<file path="src/rtl/csup_pkg.sv">
package csup_pkg;

    // System clock rate
    localparam longint CLK_HZ = 64'd10_000_000;
    localparam longint CYC_PER_MS = CLK_HZ / 64'd1000;

    // Hold after speed-pulse loss before the lid lock may release
    localparam longint HOLD_MIN = 64'd3;
    localparam int unsigned HOLD_CYC = 32'(HOLD_MIN * 64'd60 * CLK_HZ);

    // Pulse supervision timeouts in milliseconds
    localparam longint PULSE_TO_MS = 64'd100;
    localparam longint STILL_TO_MS = 64'd500;
    localparam longint IMB_TO_MS = 64'd50;
    localparam longint MAINS_TO_MS = 64'd100;
    localparam longint POWERUP_MS = 64'd1000;
    localparam int unsigned PULSE_TO_CYC = 32'(PULSE_TO_MS * CYC_PER_MS);
    localparam int unsigned STILL_TO_CYC = 32'(STILL_TO_MS * CYC_PER_MS);
    localparam int unsigned IMB_TO_CYC = 32'(IMB_TO_MS * CYC_PER_MS);
    localparam int unsigned MAINS_TO_CYC = 32'(MAINS_TO_MS * CYC_PER_MS);
    localparam int unsigned POWERUP_CYC = 32'(POWERUP_MS * CYC_PER_MS);

    // Indicator blink half period
    localparam longint BLINK_MS = 64'd250;
    localparam int unsigned BLINK_CYC = 32'(BLINK_MS * CYC_PER_MS);

    // Monitor channel positions
    localparam int CH_TOP = 0;
    localparam int CH_BOT = 1;
    localparam int CH_IMBX = 2;
    localparam int CH_IMBY = 3;
    localparam int CH_MAINS = 4;
    localparam int CH_TOP_STILL = 5;
    localparam int CH_BOT_STILL = 6;
    localparam int NUM_CH = 7;

    // Displayed error numbers (major.minor)
    localparam logic [7:0] ERR_PULSE_TOP = 8'h01;
    localparam logic [7:0] ERR_PULSE_BOTH = 8'h02;
    localparam logic [7:0] ERR_LID = 8'h04;
    localparam logic [7:0] ERR_LID_MINOR = 8'h01;
    localparam logic [7:0] ERR_MAINS = 8'h5a;
    localparam logic [7:0] ERR_IMB_X = 8'h5b;
    localparam logic [7:0] ERR_IMB_Y = 8'h5c;
    localparam logic [7:0] ERR_IMB_TEMP = 8'h5d;
    localparam logic [7:0] ERR_PULSE_BOT = 8'h60;
    localparam logic [7:0] ERR_TEMP_DEF = 8'h61;
    localparam logic [7:0] ERR_TEMP_OVER = 8'h62;
    localparam logic [7:0] ERR_SUM_SINGLE = 8'h64;
    localparam logic [7:0] ERR_SUM_LINKED = 8'h65;
    localparam logic [7:0] ERR_NONE = 8'h00;

    // Fault kinds; named faults without a number show major 0
    typedef enum logic [4:0] {
        CSUP_F_NONE,
        CSUP_F_PULSE_TOP,
        CSUP_F_PULSE_BOTH,
        CSUP_F_IMBALANCE,
        CSUP_F_LID_HOOK,
        CSUP_F_MAINS,
        CSUP_F_IMB_X,
        CSUP_F_IMB_Y,
        CSUP_F_IMB_TEMP,
        CSUP_F_PULSE_BOT,
        CSUP_F_TEMP_DEF,
        CSUP_F_TEMP_OVER,
        CSUP_F_SUM_SINGLE,
        CSUP_F_SUM_LINKED,
        CSUP_F_NO_ROTOR,
        CSUP_F_OVERSPEED,
        CSUP_F_CONV_INIT
    } csup_fault_t;

endpackage : csup_pkg

</file>
<file path="src/rtl/csup_act_if.sv">
`timescale 1ns/1ns
`default_nettype none

// Activity report of one pulse monitor channel
interface csup_act_if;
    logic pulse_edge;
    logic stale;

    modport mon (output pulse_edge, output stale);
    modport sup (input pulse_edge, input stale);
endinterface : csup_act_if

`default_nettype wire

</file>
<file path="src/rtl/csup_pulse_mon.sv">
`timescale 1ns/1ns
`default_nettype none

module csup_pulse_mon #(
    parameter int unsigned TIMEOUT = 32'd1000
) (
    // Clock and reset
    input wire logic clk,
    input wire logic nrst,
    // Pulse input and count restart
    input wire logic sig,
    input wire logic restart,
    // Activity report
    csup_act_if.mon act
);

    logic sig_prev_reg;
    logic edge_reg;
    logic [31:0] cnt_reg;
    logic stale_reg;
    logic seen_edge;

    assign seen_edge = sig ^ sig_prev_reg;

    // Edge detect on the synchronous input
    always_ff @(posedge clk or negedge nrst) begin
        if (!nrst) begin
            sig_prev_reg <= 1'b0;
            edge_reg <= 1'b0;
        end else begin
            sig_prev_reg <= sig;
            edge_reg <= seen_edge;
        end
    end

    // Time since the last edge; saturates so stale stays up
    always_ff @(posedge clk or negedge nrst) begin
        if (!nrst) begin
            cnt_reg <= 32'h0;
            stale_reg <= 1'b0;
        end else if (seen_edge || restart) begin
            cnt_reg <= 32'h0;
            stale_reg <= 1'b0;
        end else if (cnt_reg >= TIMEOUT - 32'd1) begin
            stale_reg <= 1'b1;
        end else begin
            cnt_reg <= cnt_reg + 32'd1;
        end
    end

    assign act.pulse_edge = edge_reg;
    assign act.stale = stale_reg;

endmodule : csup_pulse_mon

`default_nettype wire

</file>
<file path="src/rtl/csup_supervisor.sv">
`timescale 1ns/1ns
`default_nettype none

module csup_supervisor #(
    parameter int unsigned PULSE_TO = csup_pkg::PULSE_TO_CYC,
    parameter int unsigned STILL_TO = csup_pkg::STILL_TO_CYC,
    parameter int unsigned IMB_TO = csup_pkg::IMB_TO_CYC,
    parameter int unsigned MAINS_TO = csup_pkg::MAINS_TO_CYC,
    parameter int unsigned POWERUP = csup_pkg::POWERUP_CYC,
    parameter int unsigned HOLD = csup_pkg::HOLD_CYC,
    parameter int unsigned BLINK = csup_pkg::BLINK_CYC
) (
    // Clock and reset
    input wire logic clk,
    input wire logic nrst,
    // Pulse trains from sensors and mains
    input wire logic top_speed_sensor,
    input wire logic bottom_speed_sensor,
    input wire logic imbalance_x,
    input wire logic imbalance_y,
    input wire logic mains_sync,
    // Sensor and controller status levels
    input wire logic imbalance_detect,
    input wire logic imbalance_temp_defect,
    input wire logic board_temp_defect,
    input wire logic board_temp_over,
    input wire logic single_program_checksum_fault,
    input wire logic linked_program_checksum_fault,
    input wire logic converter_init_fault,
    input wire logic no_rotor_fault,
    // Program load check
    input wire logic program_load,
    input wire logic [15:0] program_speed,
    input wire logic [15:0] rotor_max_speed,
    // Run and lid state
    input wire logic run_cmd,
    input wire logic lid_closed,
    input wire logic hook_left_closed,
    input wire logic hook_right_closed,
    input wire logic lock_opened,
    input wire logic stop_open_key,
    // Climate requests from the controller
    input wire logic cool_req,
    input wire logic heat_req,
    // Fault memory kept over power cycles
    input wire logic [7:0] stored_pulse_code,
    input wire logic stored_hook_fault,
    // Drive and climate outputs
    output logic motor_enable,
    output logic brake_cmd,
    output logic coast_cmd,
    output logic cool_enable,
    output logic heat_enable,
    output logic standby_cool_enable,
    // Lid and user outputs
    output logic lid_release_allow,
    output logic lock_drive_open,
    output logic open_key_blink,
    output logic user_blocked,
    output logic user_lid_only,
    output logic program_refused,
    // Fault report
    output logic fault_active,
    output csup_pkg::csup_fault_t fault_kind,
    output logic [7:0] error_major,
    output logic [7:0] error_minor,
    output logic extra_fault,
    output logic rotor_standstill,
    // Fault memory to store
    output logic powerup_done,
    output logic [7:0] persist_pulse_code,
    output logic persist_hook_fault
);

    logic [csup_pkg::NUM_CH-1:0] chan_sig;
    logic [csup_pkg::NUM_CH-1:0] edge_v;
    logic [csup_pkg::NUM_CH-1:0] stale_v;
    logic run_prev_reg;
    logic run_start;
    logic [31:0] pu_cnt_reg;
    logic pu_done_reg;
    logic turned_reg;
    logic pu_end;
    logic overspeed;
    csup_pkg::csup_fault_t kind_reg;
    csup_pkg::csup_fault_t new_kind;
    logic extra_reg;
    logic pulse_fault;
    logic [31:0] hold_cnt_reg;
    logic hold_done_reg;
    logic [7:0] ppc_reg;
    logic phf_reg;
    logic lock_drive_reg;
    logic [31:0] blink_cnt_reg;
    logic blink_reg;
    logic refused_reg;
    logic [7:0] major_reg;
    logic [7:0] minor_reg;

    assign chan_sig = {bottom_speed_sensor, top_speed_sensor, mains_sync, imbalance_y, imbalance_x,
                       bottom_speed_sensor, top_speed_sensor};
    assign run_start = run_cmd & ~run_prev_reg;

    // One activity monitor per pulse channel; the top and bottom timeout channels restart at run start, the standstill channels do not
    for (genvar ch = 0; ch < csup_pkg::NUM_CH; ch++) begin : g_mon
        localparam int unsigned TO = (ch == csup_pkg::CH_TOP || ch == csup_pkg::CH_BOT) ? PULSE_TO :
                                     (ch == csup_pkg::CH_IMBX || ch == csup_pkg::CH_IMBY) ? IMB_TO :
                                     (ch == csup_pkg::CH_MAINS) ? MAINS_TO : STILL_TO;
        localparam bit RESTARTS = (ch == csup_pkg::CH_TOP || ch == csup_pkg::CH_BOT);
        csup_act_if act();
        csup_pulse_mon #(.TIMEOUT(TO)) u_mon (
            .clk(clk),
            .nrst(nrst),
            .sig(chan_sig[ch]),
            .restart(RESTARTS ? run_start : 1'b0),
            .act(act.mon)
        );
        assign edge_v[ch] = act.pulse_edge;
        assign stale_v[ch] = act.stale;
    end

    // Standstill: no speed edge for the standstill time
    assign rotor_standstill = stale_v[csup_pkg::CH_TOP_STILL] & stale_v[csup_pkg::CH_BOT_STILL];

    // Run start edge
    always_ff @(posedge clk or negedge nrst) begin
        if (!nrst) begin
            run_prev_reg <= 1'b0;
        end else begin
            run_prev_reg <= run_cmd;
        end
    end

    // Power-up window; watches whether the rotor is turning at switch-on
    always_ff @(posedge clk or negedge nrst) begin
        if (!nrst) begin
            pu_cnt_reg <= 32'h0;
            pu_done_reg <= 1'b0;
            turned_reg <= 1'b0;
        end else if (!pu_done_reg) begin
            pu_cnt_reg <= pu_cnt_reg + 32'd1;
            pu_done_reg <= (pu_cnt_reg >= POWERUP - 32'd1);
            if (edge_v[csup_pkg::CH_TOP] || edge_v[csup_pkg::CH_BOT]) begin
                turned_reg <= 1'b1;
            end
        end
    end

    assign pu_end = ~pu_done_reg & (pu_cnt_reg >= POWERUP - 32'd1);
    assign overspeed = program_load & (program_speed > rotor_max_speed);

    // Candidate fault this cycle, highest priority first
    always_comb begin
        new_kind = csup_pkg::CSUP_F_NONE;
        if (overspeed) begin
            new_kind = csup_pkg::CSUP_F_OVERSPEED;
        end else if (converter_init_fault) begin
            new_kind = csup_pkg::CSUP_F_CONV_INIT;
        end else if (no_rotor_fault) begin
            new_kind = csup_pkg::CSUP_F_NO_ROTOR;
        end else if (pu_end && stored_pulse_code != csup_pkg::ERR_NONE && !turned_reg) begin
            // Rotor still at switch-on: the stored pulse error comes back
            new_kind = (stored_pulse_code == csup_pkg::ERR_PULSE_BOTH) ? csup_pkg::CSUP_F_PULSE_BOTH :
                       csup_pkg::CSUP_F_PULSE_TOP;
        end else if (run_cmd && (!hook_left_closed || !hook_right_closed)) begin
            new_kind = csup_pkg::CSUP_F_LID_HOOK;
        end else if (run_cmd && stale_v[csup_pkg::CH_TOP] && stale_v[csup_pkg::CH_BOT]) begin
            new_kind = csup_pkg::CSUP_F_PULSE_BOTH;
        end else if (run_cmd && stale_v[csup_pkg::CH_TOP]) begin
            new_kind = csup_pkg::CSUP_F_PULSE_TOP;
        end else if (run_cmd && stale_v[csup_pkg::CH_BOT]) begin
            new_kind = csup_pkg::CSUP_F_PULSE_BOT;
        end else if (imbalance_detect) begin
            new_kind = csup_pkg::CSUP_F_IMBALANCE;
        end else if (single_program_checksum_fault) begin
            new_kind = csup_pkg::CSUP_F_SUM_SINGLE;
        end else if (linked_program_checksum_fault) begin
            new_kind = csup_pkg::CSUP_F_SUM_LINKED;
        end else if (stale_v[csup_pkg::CH_MAINS]) begin
            new_kind = csup_pkg::CSUP_F_MAINS;
        end else if (stale_v[csup_pkg::CH_IMBX]) begin
            new_kind = csup_pkg::CSUP_F_IMB_X;
        end else if (stale_v[csup_pkg::CH_IMBY]) begin
            new_kind = csup_pkg::CSUP_F_IMB_Y;
        end else if (imbalance_temp_defect) begin
            new_kind = csup_pkg::CSUP_F_IMB_TEMP;
        end else if (board_temp_defect) begin
            new_kind = csup_pkg::CSUP_F_TEMP_DEF;
        end else if (board_temp_over) begin
            new_kind = csup_pkg::CSUP_F_TEMP_OVER;
        end
    end

    // Fault latch: the first fault holds; only imbalance clears, on lid opening,
    // and a fresh detection in that cycle keeps it set
    always_ff @(posedge clk or negedge nrst) begin
        if (!nrst) begin
            kind_reg <= csup_pkg::CSUP_F_NONE;
        end else if (kind_reg == csup_pkg::CSUP_F_NONE) begin
            kind_reg <= new_kind;
        end else if (kind_reg == csup_pkg::CSUP_F_IMBALANCE && !lid_closed && !imbalance_detect) begin
            kind_reg <= csup_pkg::CSUP_F_NONE;
        end
    end

    // A later different fault is flagged, not written over
    always_ff @(posedge clk or negedge nrst) begin
        if (!nrst) begin
            extra_reg <= 1'b0;
        end else if (kind_reg != csup_pkg::CSUP_F_NONE && new_kind != csup_pkg::CSUP_F_NONE
                     && new_kind != kind_reg) begin
            extra_reg <= 1'b1;
        end
    end

    // Error number for display, held with the latched kind
    always_ff @(posedge clk or negedge nrst) begin
        if (!nrst) begin
            major_reg <= csup_pkg::ERR_NONE;
            minor_reg <= csup_pkg::ERR_NONE;
        end else begin
            minor_reg <= (kind_reg == csup_pkg::CSUP_F_LID_HOOK) ? csup_pkg::ERR_LID_MINOR : csup_pkg::ERR_NONE;
            case (kind_reg)
                csup_pkg::CSUP_F_PULSE_TOP: major_reg <= csup_pkg::ERR_PULSE_TOP;
                csup_pkg::CSUP_F_PULSE_BOTH: major_reg <= csup_pkg::ERR_PULSE_BOTH;
                csup_pkg::CSUP_F_LID_HOOK: major_reg <= csup_pkg::ERR_LID;
                csup_pkg::CSUP_F_MAINS: major_reg <= csup_pkg::ERR_MAINS;
                csup_pkg::CSUP_F_IMB_X: major_reg <= csup_pkg::ERR_IMB_X;
                csup_pkg::CSUP_F_IMB_Y: major_reg <= csup_pkg::ERR_IMB_Y;
                csup_pkg::CSUP_F_IMB_TEMP: major_reg <= csup_pkg::ERR_IMB_TEMP;
                csup_pkg::CSUP_F_PULSE_BOT: major_reg <= csup_pkg::ERR_PULSE_BOT;
                csup_pkg::CSUP_F_TEMP_DEF: major_reg <= csup_pkg::ERR_TEMP_DEF;
                csup_pkg::CSUP_F_TEMP_OVER: major_reg <= csup_pkg::ERR_TEMP_OVER;
                csup_pkg::CSUP_F_SUM_SINGLE: major_reg <= csup_pkg::ERR_SUM_SINGLE;
                csup_pkg::CSUP_F_SUM_LINKED: major_reg <= csup_pkg::ERR_SUM_LINKED;
                default: major_reg <= csup_pkg::ERR_NONE;
            endcase
        end
    end

    assign pulse_fault = (kind_reg == csup_pkg::CSUP_F_PULSE_TOP) || (kind_reg == csup_pkg::CSUP_F_PULSE_BOTH);

    // Hold timer after standstill; with sensors dead the standstill is only
    // inferred; the wait covers a rotor spinning unseen
    always_ff @(posedge clk or negedge nrst) begin
        if (!nrst) begin
            hold_cnt_reg <= 32'h0;
            hold_done_reg <= 1'b0;
        end else if (pulse_fault && rotor_standstill && !hold_done_reg) begin
            hold_cnt_reg <= hold_cnt_reg + 32'd1;
            hold_done_reg <= (hold_cnt_reg >= HOLD - 32'd1);
        end
    end

    // Pulse-error memory: reloaded at switch-on unless the rotor turned
    always_ff @(posedge clk or negedge nrst) begin
        if (!nrst) begin
            ppc_reg <= csup_pkg::ERR_NONE;
        end else if (pulse_fault) begin
            ppc_reg <= major_reg == csup_pkg::ERR_NONE ? ppc_reg : major_reg;
        end else if (pu_end) begin
            ppc_reg <= turned_reg ? csup_pkg::ERR_NONE : stored_pulse_code;
        end
    end

    // Hook-error memory and lock recovery at power-up
    always_ff @(posedge clk or negedge nrst) begin
        if (!nrst) begin
            phf_reg <= 1'b0;
            lock_drive_reg <= 1'b0;
        end else begin
            if (kind_reg == csup_pkg::CSUP_F_LID_HOOK) begin
                phf_reg <= 1'b1;
            end else if (pu_end) begin
                phf_reg <= stored_hook_fault;
            end else if (pu_done_reg && lock_opened && kind_reg == csup_pkg::CSUP_F_NONE) begin
                phf_reg <= 1'b0;
            end
            if (lock_opened) begin
                lock_drive_reg <= 1'b0;
            end else if (open_key_blink_req() && stop_open_key) begin
                lock_drive_reg <= 1'b1;
            end
        end
    end

    function automatic logic open_key_blink_req();
        return pu_done_reg & phf_reg & ~lock_opened & (kind_reg == csup_pkg::CSUP_F_NONE);
    endfunction : open_key_blink_req

    // Blink generator for the open key's left indicator
    always_ff @(posedge clk or negedge nrst) begin
        if (!nrst) begin
            blink_cnt_reg <= 32'h0;
            blink_reg <= 1'b0;
        end else if (!open_key_blink_req()) begin
            blink_cnt_reg <= 32'h0;
            blink_reg <= 1'b0;
        end else if (blink_cnt_reg >= BLINK - 32'd1) begin
            blink_cnt_reg <= 32'h0;
            blink_reg <= ~blink_reg;
        end else begin
            blink_cnt_reg <= blink_cnt_reg + 32'd1;
        end
    end

    // Refusal strobe for an overspeed program
    always_ff @(posedge clk or negedge nrst) begin
        if (!nrst) begin
            refused_reg <= 1'b0;
        end else begin
            refused_reg <= overspeed;
        end
    end

    // Drive, climate and lid outputs follow the latched fault
    assign fault_active = (kind_reg != csup_pkg::CSUP_F_NONE);
    assign motor_enable = run_cmd & ~fault_active & ~overspeed;
    assign coast_cmd = (kind_reg == csup_pkg::CSUP_F_LID_HOOK);
    assign brake_cmd = fault_active & ~coast_cmd & ~rotor_standstill;
    assign cool_enable = cool_req & ~fault_active;
    assign heat_enable = heat_req & ~fault_active;
    assign standby_cool_enable = fault_active & rotor_standstill & lid_closed;
    assign lid_release_allow = rotor_standstill & (~pulse_fault | hold_done_reg);
    assign user_blocked = pulse_fault;
    assign user_lid_only = fault_active & ~pulse_fault;
    assign lock_drive_open = lock_drive_reg;
    assign open_key_blink = blink_reg;
    assign program_refused = refused_reg;
    assign fault_kind = kind_reg;
    assign error_major = major_reg;
    assign error_minor = minor_reg;
    assign extra_fault = extra_reg;
    assign powerup_done = pu_done_reg;
    assign persist_pulse_code = ppc_reg;
    assign persist_hook_fault = phf_reg;

endmodule : csup_supervisor

`default_nettype wire

</file>
<file path="config.mk">
export PLATFORM = sky130hd
export DESIGN_NAME = csup_supervisor
export DESIGN_NICKNAME = d
export VERILOG_FILES = /design/src/rtl/csup_pkg.sv /design/src/rtl/csup_act_if.sv /design/src/rtl/csup_pulse_mon.sv /design/src/rtl/csup_supervisor.sv
export SDC_FILE = /design/constraint.sdc
export NUM_CORES = 1
export LEC_CHECK = 0
export CAP_MARGIN = 20
export CORE_MARGIN = 3
export CORE_UTILIZATION = 55
export CTS_CLUSTER_DIAMETER = 100
export DETAILED_ROUTE_END_ITERATION = 8
export DONT_BUFFER_PORTS = 1
export GPL_TIMING_DRIVEN = 0
export PLACE_DENSITY = 0.68
export SLEW_MARGIN = 0
export SYNTH_ARGS = -nofsm -noshare
export SYNTH_HDL_FRONTEND = slang
export SYNTH_SLANG_ARGS = --single-unit
</file>
<file path="constraint.sdc">
create_clock -name clk -period 4.1 [get_ports clk]
set_input_delay 0.615 -clock clk [delete_from_list [all_inputs] [get_ports clk]]
set_output_delay 0.615 -clock clk [all_outputs]
set_load 0.01 [all_outputs]
</file>
==> results.md <==
- Status: finished, violations left
- Failing checks: hold timing
- # nets final: 1883
- DR WL/cell: 15.60 um
- Reg2Reg Setup Slack: 1.24 ns
- Reg clk slew, reported paths: ~0.06 ns
- Port Buf Inserts: 0
- Power density over the cells: 422.0 nW/um^2
- Total wire length: 34.49 mm
- LEAKAGE: 8.497 nW
- Root Buffer: clkbuf_16
- CTS HTree Levels: 2
- Residual DRC: 0
- Delay-heaviest family, CP: simple AND/OR/NAND/NOR gates
- Fillers: 2542
- Slew @ Worst Pin: between 0.9 and 1 ns
- Final WS setup: roughly 0.53 ns
- Number of synthesized register bits: roughly 360
- Fmax achieved: around 0.28 GHz
- Clock period minus worst slack: 3.567 ns
- Post-synthesis cell type count: slightly below 80
- Worst-Skew Late Latency: approximately 0.53 ns
- YS warnings: 0
- Worst setup path start: fault_kind[0]$_DFFE_PN0P_
- Worst path bufs/invs: 2
- Startpoint types: flop
- Total Routing Usage GR: 21.09%
- Worst hold slack: -0.2115 ns
- Relative slew slack: between 30% and 40%
- Commonest non-fill, non-tap cell in the layout: dfrtp_1
- Share of cells above drive strength 1: around 6%
- Final Setup Violations: 0
- Max reg flops: roughly 220
- RSZ-0062 raised after global routing: false
- Max incr delay on CP: roughly 0.52 ns
- Max-slew violation count: 0
- CP max-delay cell: dfrtp_1
- Post-synthesis sequential area ratio: 52.88%
- Synth area leaders: dfrtp_1 (53%), xnor2_1 (5.1%), nor2_1 (5.0%)
- Max Cap Violations: 0
- Levels on crit path: 6
- Gr ovfl total: 0
- Critical path capture point type: output pin
- Drt initial violations: about 670
- Mapped Area: approximately 17000 um^2
- CP Max Fanout: 10
- FF-to-FF path depth: 7
- Post-route clock period utilization: 86.99%
- Post_cts resized: 0
- Worst r2r src: fault_kind[0]$_DFFE_PN0P_
- IO Pins: between 100 and 150
- Mapped Cells: roughly 1700
- Post-synth top area share: between 50% and 60%
- WP data required: approximately 3.5 ns
- Multi-input gate area: roughly 7700 um^2
- Largest net degree at the start of global routing: around 360
- Pre-CTS WS: ~0.83 ns
- HPWL after DPL: 23.44 mm
- Clock tree buffer depth: 3
- Initial DRT Pass Iterations: 5
- Vias in the first global route: 12304
- Syn avg cell area: 9.947 um^2
- Area Overhead vs Synth: 11.06%
- GP Congestion: around 0.81
- Critical Path Sink: motor_enable
- Fin. Hold Viols: 344
- Vias/cell: 5.572
- Core Area: ~31000 um^2
- Post-route ant nets: 0
- Die extent in x: 182.7 um
- Final core utilization: 62.21%
- N_diodes: 0
- HP Class: input pin to async pin
- CP arrival: 2.95 ns
- Clock Sinks: 363
- Setup Fix Bufs, Post-CTS: 0
- CP cell instances: inv_1 > ha_1 > clkbuf_1 > nand2_1 > nor2_1 > and2_1
- Worst Skew: about 0.013 ns
- Most frequent cells in the layout: dfrtp_1 (363), nor2_1 (227), nand2_1 (134), xnor2_1 (101), xor2_1 (72)
- Number of CTS-inserted buffers: between 40 and 50
- Design area: roughly 19000 um^2
- Ys flop type: dfrtp_1
- Vias: ~12000
- Die height: ~180 um
- Critical setup path kind: flop to output pin
- Full die area: between 30000 and 40000 um^2
- Initial Util: between 50% and 60%
- Synth area leader: dfrtp_1
- R2r endpoint: open_key_blink$_DFFE_PN0P_
- DP Area: approximately 18000 um^2
- VDD IR max: around 0.00026 V
- Global-route wire length before repair: between 50 and 60 mm
- Row cnt: between 60 and 70
- Initial antenna violation count: 1
- Register area: just over 9000 um^2
- Count of flip-flops with a built-in enable after synthesis: 0
- Total Neg Setup Slack: 0 ns
- Synth async-reset ratio: 100.0%
- CTS tree: built
[synthesized netlist by cell type, types with 8 or more instances]
cell and n:
nor3b_1 8, o21a_1 8, xnor2_1 101, inv_1 63, ha_1 31, nand4_1 43, and3_1 67, and2_1 63
dfrtp_1 363, nand3_1 71, mux2i_1 10, clkbuf_1 39, nor3_1 44, o2111ai_1 8, or3_1 40, o21ai_1 8
nor4_1 30, a21oi_1 68, nand2b_1 10, and4_1 9, nor2_1 227, nand2_1 134, o21ai_0 70, or4_1 14
o211ai_1 13, xor2_1 72, buf_4 10
[power breakdown]
group,internal (W),total (W),switching [W]
registers,0.00370,0.00388,0.000174
clock network,0.00218,0.00361,0.00142
logic,0.000212,0.000570,0.000357
[metal layers]
metal,routed length (um),GRT usage (%)
met1,15930,29.07
met2,15820,34.00
met3,1953,4.879
met4,779,5.759
met5,0,0
[worst min-delay path by stage]
stage / end / cells past startpoint
after floorplan: blink_cnt_reg[0]$_DFF_PN0_ / 0
after global placement: hold_cnt_reg[5]$_DFFE_PN0P_ / 0
after detailed placement: hold_cnt_reg[5]$_DFFE_PN0P_ / 0
after CTS: hold_cnt_reg[5]$_DFFE_PN0P_ / 0
after global routing: hold_cnt_reg[5]$_DFFE_PN0P_ / 0
final: hold_cnt_reg[5]$_DFFE_PN0P_ / 0
[stage by stage]
step / total power, W / cells
floorplan: 0.004329 / 1744
CTS: 0.008169 / 2211
finish: 0.008052 / 2211
detailed placement: 0.004508 / 2140
global placement: 0.004487 / 2140
global route: 0.008403 / 2211
[kinds of logic (layout without fill, tap and decap cells)]
kind of cell	count (synthesis)	in the layout	share of synthesized area, %
buffers and inverters	120	191	2.950
AND/OR/NAND/NOR	784	784	23.36
adder cells (fa/ha/maj)	31	31	2.258
XOR/XNOR	173	173	8.820
flip-flops	363	363	52.88
multiplexers	13	13	0.7793
other	1	18	0.02183
AO/OA/AOI/OAI	242	242	8.937
[area by class of cell]
type	count	share of cell area, %
Buffer	56	1.397
Clock buffer	58	6.355
Clock inverter	13	0.6689
Inverter	64	1.259
Multi-Input combinational cell	1261	40.11
Sequential cell	363	47.61
Tap cell	396	2.597
No activity file was read; power rests on OpenSTA's default activity.
